`config.mk`:
```
export PLATFORM = sky130hd
export DESIGN_NAME = adcsp_host
export DESIGN_NICKNAME = d
export VERILOG_FILES = /design/src/adcsp_host_note_unused.sv /design/src/adcsp_pkg.sv /design/src/adcsp_host.sv
export SDC_FILE = /design/constraint.sdc
export NUM_CORES = 1
export LEC_CHECK = 0
export BUFFER_PORTS_ARGS = -buffer_cell sky130_fd_sc_hd__clkbuf_2
export CAP_MARGIN = 15
export CORE_MARGIN = 5
export CORE_UTILIZATION = 60
export DETAILED_ROUTE_END_ITERATION = 16
export PLACE_DENSITY = 0.82
export SLEW_MARGIN = 10
export SYNTH_ARGS = -nofsm -noshare
export SYNTH_HDL_FRONTEND = slang
export SYNTH_SLANG_ARGS = --single-unit
export TNS_END_PERCENT = 50
```
`constraint.sdc`:
```
create_clock -name clk -period 11.9 [get_ports clk]
set_clock_uncertainty 0.1 [all_clocks]
set_input_delay 2.38 -clock clk [delete_from_list [all_inputs] [get_ports clk]]
set_output_delay 2.38 -clock clk [all_outputs]
set_load 0.02 [all_outputs]
```
`src/adcsp_host_note_unused.sv`:
```
`timescale 1ns/10ps
`default_nettype none
`default_nettype wire

```
`src/adcsp_pkg.sv`:
```
package adcsp_pkg;

    // System clock
    localparam int CLK_PERIOD_PS  = 4000;

    // Quiet intervals, in ns
    localparam int QUIET1_NS      = 100;
    localparam int QUIET2_NS      = 60;

    // Least times round up to whole cycles
    localparam int QUIET1_CYC     = (QUIET1_NS * 1000 + CLK_PERIOD_PS - 1) / CLK_PERIOD_PS;
    localparam int QUIET2_CYC     = (QUIET2_NS * 1000 + CLK_PERIOD_PS - 1) / CLK_PERIOD_PS;

    // Frame sizes
    localparam int FRAME_BITS     = 16;
    localparam int RESULT_BITS    = 16;
    localparam int MAX_BITS       = 22;
    localparam logic [4:0] FRAME_LEN   = 5'h10;
    localparam logic [2:0] STATUS_BITS = 3'h6;

    // Register access command byte
    localparam logic       CMD_ENABLE  = 1'b0;
    localparam logic       CMD_RW_READ = 1'b1;
    localparam logic       CMD_RW_WR   = 1'b0;
    localparam logic [5:0] CMD_FIXED   = 6'h14;

    // Configuration register field positions
    localparam int CFG_CLAMP_BIT  = 0;
    localparam int CFG_TURBO_BIT  = 1;
    localparam int CFG_HIZ_BIT    = 2;
    localparam int CFG_SPAN_BIT   = 3;
    localparam int CFG_STAT_BIT   = 4;

    // Status word field positions
    localparam int ST_CLAMP_BIT   = 5;
    localparam int ST_SPAN_BIT    = 4;
    localparam int ST_HIZ_BIT     = 3;
    localparam int ST_TURBO_BIT   = 2;

    typedef enum logic [3:0] {
        ST_IDLE  = 4'h1,
        ST_WAIT1 = 4'h2,
        ST_SHIFT = 4'h4,
        ST_WAIT2 = 4'h8
    } adcsp_state_t;

    typedef enum logic [1:0] {
        OP_CONV  = 2'h0,
        OP_WRITE = 2'h1,
        OP_READ  = 2'h2
    } adcsp_op_t;

endpackage : adcsp_pkg

```
`src/adcsp_host.sv`:
```
// Functional notes
// - Register access frame is 16 bits: command byte then data byte
// - Convert/select line held low for the whole register access frame
// - SDI changes on SCK fall, device samples on rise; SDO sampled before fall
// - First command bit is 0; next bit chooses write or read
// - Command bits 5..0 always sent as 0,1,0,1,0,0
// - No register reads issued in daisy-chain mode; such requests refused
// - Host may clock fewer status bits; all six in daisy-chain mode
// - SDI held high in conversion frames; convert rise starts conversion
// - Wait first quiet interval after convert rise before pulling line low
// - Second quiet interval between last SCK fall and convert rise
`timescale 1ns/10ps
`default_nettype none

module adcsp_host
    import adcsp_pkg::*;
#(
    parameter int SCK_HALF = 4
) (
    // Clock and reset
    input  wire  logic        clk,
    input  wire  logic        rst,
    // User command port
    input  wire  logic        startReq,
    input  wire  logic [1:0]  opSel,
    input  wire  logic [7:0]  wrData,
    input  wire  logic [2:0]  statusCnt,
    input  wire  logic        chainMode,
    output logic              busy,
    output logic              opRefused,
    output logic              done,
    // User results
    output logic [7:0]        rdData,
    output logic [15:0]       result,
    output logic [5:0]        status,
    output logic              clampOk,
    // Device pins
    output logic              convSel,
    output logic              sck,
    output logic              sdi,
    input  wire  logic        sdo
);

    adcsp_state_t state_reg, state_next;
    logic [1:0]   op_reg;
    logic         chain_reg;
    logic [2:0]   statCnt_reg;
    logic [4:0]   total_reg;
    logic [4:0]   bitCnt_reg;
    logic [7:0]   divCnt_reg;
    logic [15:0]  waitCnt_reg;
    logic [15:0]  tx_reg;
    logic [21:0]  rx_reg;
    logic         cnv_reg;
    logic         sck_reg;
    logic         sdi_reg;
    logic         done_reg;
    logic         refused_reg;
    logic [7:0]   rdData_reg;
    logic [15:0]  result_reg;
    logic [5:0]   status_reg;
    logic         clampOk_reg;
    logic         sdoMeta_reg;
    logic         sdoSync_reg;

    function automatic logic [5:0] alignStatus(input logic [21:0] raw, input logic [2:0] n);
        logic [5:0] s;
        s = raw[5:0];
        return s << (STATUS_BITS - n);
    endfunction : alignStatus

    function automatic logic [15:0] alignResult(input logic [21:0] raw, input logic [2:0] n);
        logic [21:0] t;
        t = raw >> n;
        return t[15:0];
    endfunction : alignResult

    wire        isIdle    = state_reg == ST_IDLE;
    wire        isShift   = state_reg == ST_SHIFT;
    wire        isConv    = op_reg == OP_CONV;
    wire        waitDone  = waitCnt_reg == 16'h0000;
    wire        phaseEnd  = divCnt_reg == 8'(SCK_HALF - 1);
    wire        sckRise   = isShift && phaseEnd && !sck_reg;
    wire        sckFall   = isShift && phaseEnd && sck_reg;
    wire [4:0]  bitCntInc = bitCnt_reg + 5'h01;
    wire        lastBit   = sckFall && (bitCntInc == total_reg);
    wire        badOp     = (chainMode && opSel == OP_READ) || opSel == 2'h3;
    wire        startOk   = startReq && isIdle && !badOp;
    wire [2:0]  statCap   = (statusCnt > STATUS_BITS) ? STATUS_BITS : statusCnt;
    wire [2:0]  statEff   = chainMode ? STATUS_BITS : statCap;
    wire [4:0]  startLen  = (opSel == OP_CONV) ? FRAME_LEN + {2'b00, statEff} : FRAME_LEN;
    wire        rwBit     = (opSel == OP_READ) ? CMD_RW_READ : CMD_RW_WR;
    wire [15:0] regWord   = {CMD_ENABLE, rwBit, CMD_FIXED, wrData};
    wire [15:0] startWord = (opSel == OP_CONV) ? 16'hFFFF : regWord;
    wire [15:0] txShifted = {tx_reg[14:0], 1'b1};
    wire [21:0] rxNext    = {rx_reg[20:0], sdoSync_reg};

    always_comb begin
        state_next = state_reg;
        case (state_reg)
            ST_IDLE:  if (startOk) state_next = ST_WAIT1;
            ST_WAIT1: if (waitDone) state_next = ST_SHIFT;
            ST_SHIFT: if (lastBit) state_next = ST_WAIT2;
            ST_WAIT2: if (waitDone) state_next = ST_IDLE;
            default:  state_next = ST_IDLE;
        endcase
    end

    // SDO crosses in from the pin: meta stage feeds only the sync stage
    always_ff @(posedge clk or posedge rst) begin
        if (rst) begin
            sdoMeta_reg <= 1'b0;
            sdoSync_reg <= 1'b0;
        end else begin
            sdoMeta_reg <= sdo;
            sdoSync_reg <= sdoMeta_reg;
        end
    end

    always_ff @(posedge clk or posedge rst) begin
        if (rst) begin
            state_reg   <= ST_IDLE;
            op_reg      <= OP_CONV;
            chain_reg   <= 1'b0;
            statCnt_reg <= 3'h0;
            total_reg   <= FRAME_LEN;
        end else begin
            state_reg <= state_next;
            if (startOk) begin
                op_reg      <= opSel;
                chain_reg   <= chainMode;
                statCnt_reg <= (opSel == OP_CONV) ? statEff : 3'h0;
                total_reg   <= startLen;
            end
        end
    end

    always_ff @(posedge clk or posedge rst) begin
        if (rst) begin
            waitCnt_reg <= 16'h0000;
        end else if (startOk) begin
            waitCnt_reg <= 16'(QUIET1_CYC - 1);
        end else if (lastBit) begin
            waitCnt_reg <= 16'(QUIET2_CYC - 1);
        end else if (!waitDone) begin
            waitCnt_reg <= waitCnt_reg - 16'h0001;
        end
    end

    // Half-period divider; SCK is made here, so no second domain
    always_ff @(posedge clk or posedge rst) begin
        if (rst) begin
            divCnt_reg <= 8'h00;
        end else if (!isShift || phaseEnd) begin
            divCnt_reg <= 8'h00;
        end else begin
            divCnt_reg <= divCnt_reg + 8'h01;
        end
    end

    always_ff @(posedge clk or posedge rst) begin
        if (rst) begin
            cnv_reg <= 1'b1;
            sck_reg <= 1'b0;
            sdi_reg <= 1'b1;
        end else begin
            if (state_reg == ST_WAIT1 && waitDone) begin
                cnv_reg <= 1'b0;
                sdi_reg <= tx_reg[15];
            end else if (state_reg == ST_WAIT2 && waitDone) begin
                cnv_reg <= 1'b1;
            end
            if (sckRise) begin
                sck_reg <= 1'b1;
            end else if (sckFall) begin
                sck_reg <= 1'b0;
                sdi_reg <= lastBit ? 1'b1 : txShifted[15];
            end
        end
    end

    always_ff @(posedge clk or posedge rst) begin
        if (rst) begin
            tx_reg     <= 16'hFFFF;
            rx_reg     <= 22'h000000;
            bitCnt_reg <= 5'h00;
        end else if (startOk) begin
            tx_reg     <= startWord;
            rx_reg     <= 22'h000000;
            bitCnt_reg <= 5'h00;
        end else if (sckFall) begin
            tx_reg     <= txShifted;
            rx_reg     <= rxNext;
            bitCnt_reg <= bitCntInc;
        end
    end

    // Results are captured at the last fall, before the quiet gap ends
    always_ff @(posedge clk or posedge rst) begin
        if (rst) begin
            rdData_reg  <= 8'h00;
            result_reg  <= 16'h0000;
            status_reg  <= 6'h00;
            clampOk_reg <= 1'b1;
        end else if (lastBit && isConv) begin
            result_reg <= alignResult(rxNext, statCnt_reg);
            status_reg <= alignStatus(rxNext, statCnt_reg);
            if (statCnt_reg != 3'h0) begin
                clampOk_reg <= rxNext[statCnt_reg - 3'h1];
            end
        end else if (lastBit && op_reg == OP_READ) begin
            rdData_reg  <= rxNext[7:0];
            clampOk_reg <= rxNext[CFG_CLAMP_BIT];
        end
    end

    always_ff @(posedge clk or posedge rst) begin
        if (rst) begin
            done_reg    <= 1'b0;
            refused_reg <= 1'b0;
        end else begin
            done_reg    <= state_reg == ST_WAIT2 && waitDone;
            refused_reg <= startReq && isIdle && badOp;
        end
    end

    assign busy      = !isIdle;
    assign done      = done_reg;
    assign opRefused = refused_reg;
    assign rdData    = rdData_reg;
    assign result    = result_reg;
    assign status    = status_reg;
    assign clampOk   = clampOk_reg;
    assign convSel   = cnv_reg;
    assign sck       = sck_reg;
    assign sdi       = sdi_reg;

    // Helper gap counters, read only by assertions
    logic [15:0] sinceRise_reg;
    logic [15:0] sckLow_reg;
    always_ff @(posedge clk or posedge rst) begin
        if (rst) begin
            sinceRise_reg <= 16'h0000;
            sckLow_reg    <= 16'hFFFF;
        end else begin
            sinceRise_reg <= !cnv_reg ? 16'h0000 :
                             (sinceRise_reg == 16'hFFFF) ? sinceRise_reg : sinceRise_reg + 16'h0001;
            sckLow_reg    <= sck_reg ? 16'h0000 :
                             (sckLow_reg == 16'hFFFF) ? sckLow_reg : sckLow_reg + 16'h0001;
        end
    end

    property p_frame16;
        @(posedge clk) disable iff (rst)
        (state_reg == ST_WAIT2 && !isConv) |-> bitCnt_reg == FRAME_LEN;
    endproperty
    a_frame16: assert property (p_frame16) else $error("register frame not 16 bits");

    property p_selLow;
        @(posedge clk) disable iff (rst)
        isShift |-> !cnv_reg;
    endproperty
    a_selLow: assert property (p_selLow) else $error("select high during shift");

    property p_sdiStable;
        @(posedge clk) disable iff (rst)
        (sck_reg && $past(sck_reg)) |-> $stable(sdi_reg);
    endproperty
    a_sdiStable: assert property (p_sdiStable) else $error("SDI moved while SCK high");

    property p_firstBit;
        @(posedge clk) disable iff (rst)
        ($fell(cnv_reg) && !isConv) |-> !sdi_reg;
    endproperty
    a_firstBit: assert property (p_firstBit) else $error("first command bit not 0");

    property p_pattern;
        @(posedge clk) disable iff (rst) (sckRise && !isConv && bitCnt_reg[4:3] == 2'h0 &&
            bitCnt_reg[2:1] != 2'h0) |-> sdi_reg == CMD_FIXED[3'h7 - bitCnt_reg[2:0]];
    endproperty
    a_pattern: assert property (p_pattern) else $error("command pattern wrong");

    property p_noChainRead;
        @(posedge clk) disable iff (rst)
        (startReq && isIdle && chainMode && opSel == OP_READ) |=> isIdle ##0 opRefused;
    endproperty
    a_noChainRead: assert property (p_noChainRead) else $error("chain read not refused");

    property p_chainSix;
        @(posedge clk) disable iff (rst)
        (isShift && isConv && chain_reg) |-> total_reg == FRAME_LEN + 5'h06;
    endproperty
    a_chainSix: assert property (p_chainSix) else $error("chain frame short of status");

    property p_sdiHigh;
        @(posedge clk) disable iff (rst)
        (isShift && isConv) |-> sdi_reg;
    endproperty
    a_sdiHigh: assert property (p_sdiHigh) else $error("SDI low in conversion frame");

    property p_quiet1;
        @(posedge clk) disable iff (rst)
        $fell(cnv_reg) |-> sinceRise_reg >= 16'(QUIET1_CYC);
    endproperty
    a_quiet1: assert property (p_quiet1) else $error("first quiet wait too short");

    property p_quiet2;
        @(posedge clk) disable iff (rst)
        $rose(cnv_reg) |-> sckLow_reg >= 16'(QUIET2_CYC);
    endproperty
    a_quiet2: assert property (p_quiet2) else $error("second quiet gap too short");

endmodule : adcsp_host

`default_nettype wire

```
==> Word level (Yosys, flattened, before mapping) <==
Cells that the tools add are included.
{ "classes": {"addsub": 6, "order_cmp": 2, "n_eq_ne": 15, "n_shift": 2, "muxes": 34, "bitwise": 1, "reduce_logical": 29} }
{ "op_table": {"columns": ["op", "count"], "rows": [
  ["16-bit 2-to-1 mux", 6],
  ["21-bit 2-to-1 mux", 2],
  ["22-bit by 3-bit >> shifter with 16-bit output", 1],
  ["16-bit zero test", 1],
  ["4-bit 2-to-1 mux", 4],
  ["4-bit case mux with 4 select lines", 1],
  ["16-bit by 1-bit subtractor with 16-bit output (second input constant)", 1],
  ["5-bit 2-to-1 mux", 3],
  ["1-bit 2-to-1 mux", 13],
  ["1-bit logical AND", 12],
  ["3-bit 2-to-1 mux", 3],
  ["8-bit by 1-bit adder with 8-bit output (second input constant)", 1],
  ["8-bit by 2-bit == test with 1-bit output (second input constant)", 1],
  ["8-bit 2-to-1 mux", 1],
  ["2-bit nonzero test", 4],
  ["2-bit == test (second input constant)", 3],
  ["3-bit by 6-bit less-than comparator with 1-bit output (second input constant)", 1],
  ["2-bit by 1-bit inequality test with 1-bit output (second input constant)", 3],
  ["6-bit by 3-bit left shift with 6-bit output", 1],
  ["5-bit by 1-bit adder with 5-bit output (second input constant)", 1],
  ["5-bit by 3-bit adder with 5-bit output (first input constant)", 1],
  ["5-bit == test", 1],
  ["4-bit by 1-bit == test with 1-bit output (second input constant)", 1],
  ["4-bit by 2-bit == test with 1-bit output (second input constant)", 1],
  ["other kinds (15)", 22]
]} }
{ "word_totals": {"ff_bits": 118, "inputBits": 18, "out_inout_bits": 37, "wordCells": 109} }

==> Logic depth before layout (Yosys ltp) <==
Gate-level depths: netlist of the first run.
{ "logic_depth": {"depth_word": 7, "depth_mapped": 10, "mapped_depth_nobuf": 7} }

==> Worst setup path before layout of the first run <==
OpenSTA, ideal clock, no wires.
{ "synth_timing": {"kind": "reg-to-output", "start": "register state_reg[0]", "end": "output busy", "arrival_ps": 1190, "t_required_ps": 9420, "setup_slack_ps": 8230, "path_stages_with_launch": 3, "path_buffers": 0, "path_cell_list": "dfstp_2 nor4b_1 inv_1"} }
{ "synth_via": {"elab_chain_cells": 2} }
{ "synth_lines": {"columns": ["element", "line_no", "text"], "rows": [
  ["start, declared", "adcsp_host.sv:44", "adcsp_state_t state_reg, state_next;"],
  ["start signal, assigned", "adcsp_host.sv:128", "state_reg <= state_next;"],
  ["4-bit by 1-bit == test with 1-bit output", "adcsp_host.sv:78", "wire isIdle = state_reg == ST_IDLE;"],
  ["1-bit zero test", "adcsp_host.sv:227", "assign busy = !isIdle;"],
  ["end, declared", "adcsp_host.sv:29", "output logic busy,"]
]} }
No other way between the ends.

==> Worst setup path in the final report of the first run <==
Same ends and word-level chain as after synthesis.

==> results.py, run 1 <==
metrics = {
    "yosys": {
        "synth_seq_cells": 113,
        "yosys.area.top_type": "dfrtp_1",
        "synthTopCellsByArea": "dfrtp_1, dfstp_2, mux2_2",
        "yosysSeqAreaShare_pct": 48.6,
        "synthFlopType": "dfrtp_1",
        "ys_types": 64,
        "synth_edf_count": 0,
        "syn-instance-count": 575,
        "yosys-top-cells-count": "nand2_1, dfrtp_1, a21oi_1, nor2_1, mux2_2",
        "async_reset_ff_share_pct": 100,
        "synthMostInstantiatedCell": "nand2_1",
        "synth_nets": 599,
        "synth_top_area_share_pct": 39.7,
        "synthesis.area_um2": 5860,
        "syn_area_per_cell_um2": 10.2,
        "yosys_warnings": 0,
    },
    "worst_setup_path": {
        "path_cells": "nor4b_1, inv_1, clkbuf_2",
        "path_buf_inv": 2,
        "crit_path_end_kind": "output pin",
        "critPathMaxFanout": 6,
        "arrival_ns": 1.96,
        "rr_endpoint": "rdData[7]$_DFFE_PP0P_",
        "max_stage_delay_ns": 0.61,
        "path_class": "register to output pin",
        "critPathRequiredTime_ns": 9.42,
        "rr_startpoint": "divCnt_reg[5]$_DFF_PP0_",
        "crit_cells": 3,
        "critPathSlowestCell": "dfstp_2",
        "critPathTopFamily": "flip-flops",
        "reg2reg_slack_ns": 8.60,
        "start_kind": "register",
        "endpoint": "busy",
        "r2r_cells": 5,
        "crit_start": "state_reg[0]$_DFFE_PP1P_",
    },
    "outcome": {
        "status": "finished, final reports clean",
    },
    "sta": {
        "rsz0062_at_grt": "false",
        "drv_slew": 0,
        "hold_viol_final": 0,
        "finalSetupTns_ns": 0,
        "post-route-period-util_pct": 37.3,
        "fin_ws_ns": 7.46,
        "max_freq_ghz": 0.225,
        "finalSetupViolCount": 0,
        "worstMarginPinSlew_ns": 1.14,
        "period_needed_ns": 4.44,
        "holdWs_ns": 0.253,
        "maxSlewHeadroom_pct": 24.1,
    },
    "finish": {
        "multi_input_area_um2": 2830,
        "drive_gt1_share_pct": 27.8,
        "area_growth_pct": 16.4,
        "finalNonFillerCells": 766,
        "postLayoutCoreUtil_pct": 70.8,
        "largest_reg_flops": 21,
        "antenna_cells": 0,
        "register_area_um2": 2850,
        "fillers": 696,
        "final_nets": 644,
    },
    "placed_design": {
        "routabilityCongestion": 0.850,
        "dp_hpwl_um": 8470,
        "dp_cells": 732,
        "io_buffers": 54,
        "pre_cts_ws_ns": 7.25,
    },
    "routing": {
        "wirelength_um": 12900,
        "drc": 0,
        "via_per_inst": 5.94,
        "antenna_left": 0,
        "drtIter0Drc": 219,
        "drt_pass1_iterations": 4,
        "via_count": 4548,
        "wire_per_inst_um": 16.9,
    },
    "cts": {
        "cts_max_level": 4,
        "root_buffer": "clkbuf_8",
        "clock_sinks": 113,
        "clkSlewWorstSetupHoldPaths_ns": 0.06,
        "cts_tree": "yes",
        "clock_latency_ns": 0.51,
        "clockBufferDepth": 2,
        "cts-buffers-inserted": 17,
        "cts_resized": 0,
        "cts_hold_buf": 0,
        "post_cts_buffers": 0,
    },
    "global_routing": {
        "grt_overflow": 0,
        "grt_max_degree": 69,
        "track_usage_pct": 23.4,
        "first_global_vias": 4538,
        "grt_pass1_wl_um": 21900,
        "antenna_found_initial": 0,
    },
    "hold_path": {
        "hp-class": "register to register",
        "hold_path_depth": 0,
        "hp-start": "sdoMeta_reg$_DFF_PP0_",
    },
    "floorplan": {
        "start_util_pct": 60.8,
        "dieArea_um2": 11900,
        "die_w_um": 109,
        "io_pins": 55,
        "rows": 36,
        "die_y_um": 109,
        "core_um2": 9640,
    },
    "power": {
        "power_leakage_nw": 3.10,
        "powerDensity_nw_per_um2": 184,
        "ir_drop_mv": 0.144,
    },
    "flow_run": {
        "drv_cap": 0,
    },
}
-- placed cells by master, fill, tap and decap left out, drive strengths merged, types with 5 or more instances in the layout --
cell type	instances
a21oi	39
a31oi	7
buf	5
clkbuf	75
dfrtp	93
dfstp	20
ha	6
inv	10
mux2	33
mux2i	26
mux4	8
nand2	100
nand3	18
nor2	47
nor3	13
nor4	5
o21ai	28
or3	7
xnor2	8
xor2	15
-- power breakdown --
part | internal, W | total, W | leakage [nW] | switching [W]
clock | 0.000344 | 0.000518 | 0.288 | 0.000174
combinational | 0.0000992 | 0.000242 | 1.33 | 0.000142
sequential | 0.000445 | 0.000499 | 1.48 | 0.0000536
-- per-stage QoR --
step	power (W)	instance area [um^2]
2_1_floorplan	0.000686	5860
3_3_place_gp	0.000724	6180
3_5_place_dp	0.000737	6180
4_1_cts	0.00126	6780
5_1_grt	0.00132	6830
6_report	0.00126	6830
-- routing by layer --
metal | wire length (um) | global-route usage [%]
met1 | 5590 | 29.8
met2 | 6540 | 39.7
met3 | 610 | 6.10
met4 | 181 | 6.40
met5 | 0 | 0
-- worst min path at each step --
stage	to	slack, ns
after floorplan	sdoSync_reg$_DFF_PP0_	0.23
after global placement	sdoSync_reg$_DFF_PP0_	0.24
after detailed placement	sdoSync_reg$_DFF_PP0_	0.24
after CTS	sdoSync_reg$_DFF_PP0_	0.25
after global routing	sdoSync_reg$_DFF_PP0_	0.26
final	sdoSync_reg$_DFF_PP0_	0.25
-- area by class of cell --
type	instances	area share, %
Clock buffer	21	6.43
Multi-Input combinational cell	419	41.4
Tap cell	133	2.44
Timing Repair Buffer	59	4.91
Inverter	10	0.587
Sequential cell	113	41.8
Clock inverter	11	2.38
-- cells by family after synthesis --
family	Yosys count	synth area share (%)
compound gates	104	10.7
mux	67	13.8
simple gates	218	18.6
buf+inv	43	3.11
flops	113	48.6
xor+xnor	24	3.82
fa+ha+maj	6	1.28
Note: power is estimated with default switching activity, not from simulation.
==> run 2, diff against run 1 <==
- ABC_AREA: unset -> 1
- CORE_UTILIZATION: 60 -> 54
- PLACE_DENSITY: 0.82 -> 0.78
- clock period: 11.9 -> 4 ns (I/O delays scaled with it)
==> run 2 against run 1 <==
  * Sequential cell count unchanged
  * Non-clock buffer count unchanged
  * Sequential share of layout area is 0.71 points higher
  * Cell count is 21% higher
  * Global-route usage decreased by 1.1 points
  * Count of clock-buffer cells in the layout decreased by 1
  * First-iteration DRC count is 98% higher
  * Largest cell class unchanged
  * Die area is 9.5% higher
  * Highest routed layer unchanged
  * Area after synthesis is 0.60% lower
  * Utilization down 8.1 points
  * Critical path depth grew 6
==> results.py, run 2 <==
metrics = {
    "sta": {
        "worstMarginPinSlew_ns": 0.980,
        "drv_slew": 0,
        "fin_ws_ns": 1.02,
        "maxSlewHeadroom_pct": 34.7,
        "rsz0062_at_grt": "false",
        "finalSetupTns_ns": 0,
        "holdWs_ns": 0.250,
        "hold_viol_final": 0,
        "max_freq_ghz": 0.336,
        "period_needed_ns": 2.98,
        "finalSetupViolCount": 0,
        "post-route-period-util_pct": 74.5,
    },
    "cts": {
        "clockBufferDepth": 2,
        "cts_max_level": 4,
        "cts-buffers-inserted": 17,
        "post_cts_buffers": 0,
        "clock_sinks": 113,
        "cts_resized": 0,
        "clkSlewWorstSetupHoldPaths_ns": 0.06,
        "cts_tree": "yes",
        "cts_hold_buf": 0,
        "clock_latency_ns": 0.53,
        "root_buffer": "clkbuf_8",
    },
    "yosys": {
        "yosys-top-cells-count": "nand2_1, dfrtp_1, o21ai_0",
        "syn_area_per_cell_um2": 8.01,
        "synth_edf_count": 0,
        "synth_compound_area_share_pct": 15.9,
        "yosys_warnings": 0,
        "synthMostInstantiatedCell": "nand2_1",
        "yosys.area_share.simple_pct": 25.8,
        "ys_types": 42,
        "yosysSeqAreaShare_pct": 48.9,
        "synthFlopType": "dfrtp_1",
        "yosys.area.top_type": "dfrtp_1",
        "synthesis.area_um2": 5830,
        "synth_top_family_by_area": "simple AND/OR/NAND/NOR gates",
        "synth_xor_xnor_area_share_pct": 1.05,
        "synth_seq_cells": 113,
        "synthTopCellsByArea": "dfrtp_1, nand2_1, dfstp_2",
        "synth_top_area_share_pct": 39.9,
        "syn-instance-count": 728,
        "synth_nets": 752,
        "async_reset_ff_share_pct": 100,
        "synthAdderAreaFrac_pct": 1.29,
        "muxShareOfSynthArea_pct": 0,
    },
    "placed_design": {
        "routabilityCongestion": 0.888,
        "io_buffers": 54,
        "pre_cts_ws_ns": 1.04,
        "dp_hpwl_um": 9620,
    },
    "power": {
        "ir_drop_mv": 0.235,
        "power_leakage_nw": 3.33,
        "p_switching_w": 0.000578,
        "p_seq_share_pct": 43.8,
        "p_int_w": 0.00204,
        "clockPowerShare_pct": 54.6,
        "pwr-share-comb_pct": 1.6,
        "switching_share_pct": 22.1,
        "powerDensity_nw_per_um2": 391,
    },
    "floorplan": {
        "die_y_um": 114,
        "core_um2": 10700,
        "die_w_um": 114,
        "dieArea_um2": 13000,
        "io_pins": 55,
        "start_util_pct": 54.5,
        "rows": 38,
    },
    "worst_setup_path": {
        "critPathMaxFanout": 40,
        "start_kind": "register",
        "crit_path_end_kind": "register",
        "critPathRequiredTime_ns": 4.29,
        "arrival_ns": 3.27,
        "path_class": "register to register",
    },
    "global_routing": {
        "grt_pass1_wl_um": 23200,
        "grt_overflow": 0,
        "first_global_vias": 4893,
        "antenna_found_initial": 0,
        "grt_max_degree": 59,
        "track_usage_pct": 22.3,
    },
    "routing": {
        "drtIter0Drc": 433,
        "via_per_inst": 5.55,
        "antenna_left": 0,
        "wire_per_inst_um": 14.7,
        "via_count": 5148,
        "drc": 0,
        "drt_pass1_iterations": 7,
        "wirelength_um": 13600,
    },
    "finish": {
        "area_growth_pct": 15.1,
        "antenna_cells": 0,
        "layout_commonest_cell": "nand2_1",
        "final_cell_mix": "nand2_1, dfrtp_1, o21ai_0",
        "final_nets": 799,
        "largest_reg_flops": 21,
        "fillers": 938,
        "drive_gt1_share_pct": 18.0,
    },
    "flow_run": {
        "drv_cap": 0,
    },
    "hold_path": {
        "hp-class": "register to register",
    },
    "outcome": {
        "status": "finished, final reports clean",
    },
}
## run 2: power by group through the flow
stage	clock [W]	sequential [W]	combinational, W
floorplan	0	0.00117	0.0000228
global placement	0	0.00117	0.0000415
detailed placement	0	0.00117	0.0000426
CTS	0.00145	0.00115	0.0000428
global route	0.00150	0.00115	0.0000483
finish	0.00143	0.00115	0.0000410
## run 2: cell families after synthesis
| logic type | after synthesis |
|---|---|
| and+or+nand+nor | 348 |
| AOI/OAI and AO/OA | 158 |
| DFF | 113 |
| buffers and inverters | 96 |
| xor gates and xnor gates | 7 |
| adders and majority gates | 6 |
## run 2: cell type report
| class | count | area [um^2] | share of cell area (%) |
|---|---|---|---|
| tap | 140 | 175 | 2.61 |
| clock inverter | 12 | 135 | 2.01 |
| sequential | 113 | 2850 | 42.5 |
| multi-input combinational | 519 | 2570 | 38.3 |
| timing repair buffer | 59 | 308 | 4.59 |
| inverter | 65 | 246 | 3.67 |
| clock buffer | 20 | 425 | 6.34 |
## run 2: path summary, 6_finish.rpt
| path | startpoint | end | slack, ns | depth (start not counted) |
|---|---|---|---|---|
| hold reg to reg | sdoMeta_reg$_DFF_PP0_ | sdoSync_reg$_DFF_PP0_ | 0.25 | 0 |
| max in group asynchronous | rst | rdData[6]$_DFFE_PP0P_ | 2.64 | 3 |
| setup / recovery | total_reg[0]$_DFFE_PP0N_ | result[8]$_DFFE_PP0P_ | 1.02 | 9 |
| hold / removal | sdoMeta_reg$_DFF_PP0_ | sdoSync_reg$_DFF_PP0_ | 0.25 | 0 |
| min in group asynchronous | rst | waitCnt_reg[13]$_DFFE_PP0P_ | 0.28 | 2 |
| setup reg to reg | total_reg[0]$_DFFE_PP0N_ | result[8]$_DFFE_PP0P_ | 1.02 | 9 |
## run 2: critical path, cell delays in order (launching register included)
cell and delay, ns:
dfrtp_1 0.99, inv_2 0.27, nand2_1 0.12, nand2_1 0.07
nor2_2 0.14, nand3_2 0.16, nor3_4 0.26, nand2_2 0.43
nand2_1 0.22, o21ai_2 0.06
## run 2: stage by stage
step                std cells  power [W]  utilization (%)  instance area (um^2)
floorplan                 728    0.00119                -                  5830
global placement          896    0.00121             57.5                  6150
detailed placement        896    0.00121             57.5                  6150
CTS                       928    0.00264             62.7                  6710
global route              928    0.00269             62.7                  6710
finish                    928    0.00262             62.7                  6710
## run 2: per-layer routing
layer / GRT usage (%) / vias to the layer above / routed length [um]
met1: 30.7 / 2449 / 6280
met5: 0 / - / 0
met2: 34.9 / 157 / 6380
met4: 8.55 / 0 / 284
met3: 4.93 / 23 / 677
li1: - / 2519 / -
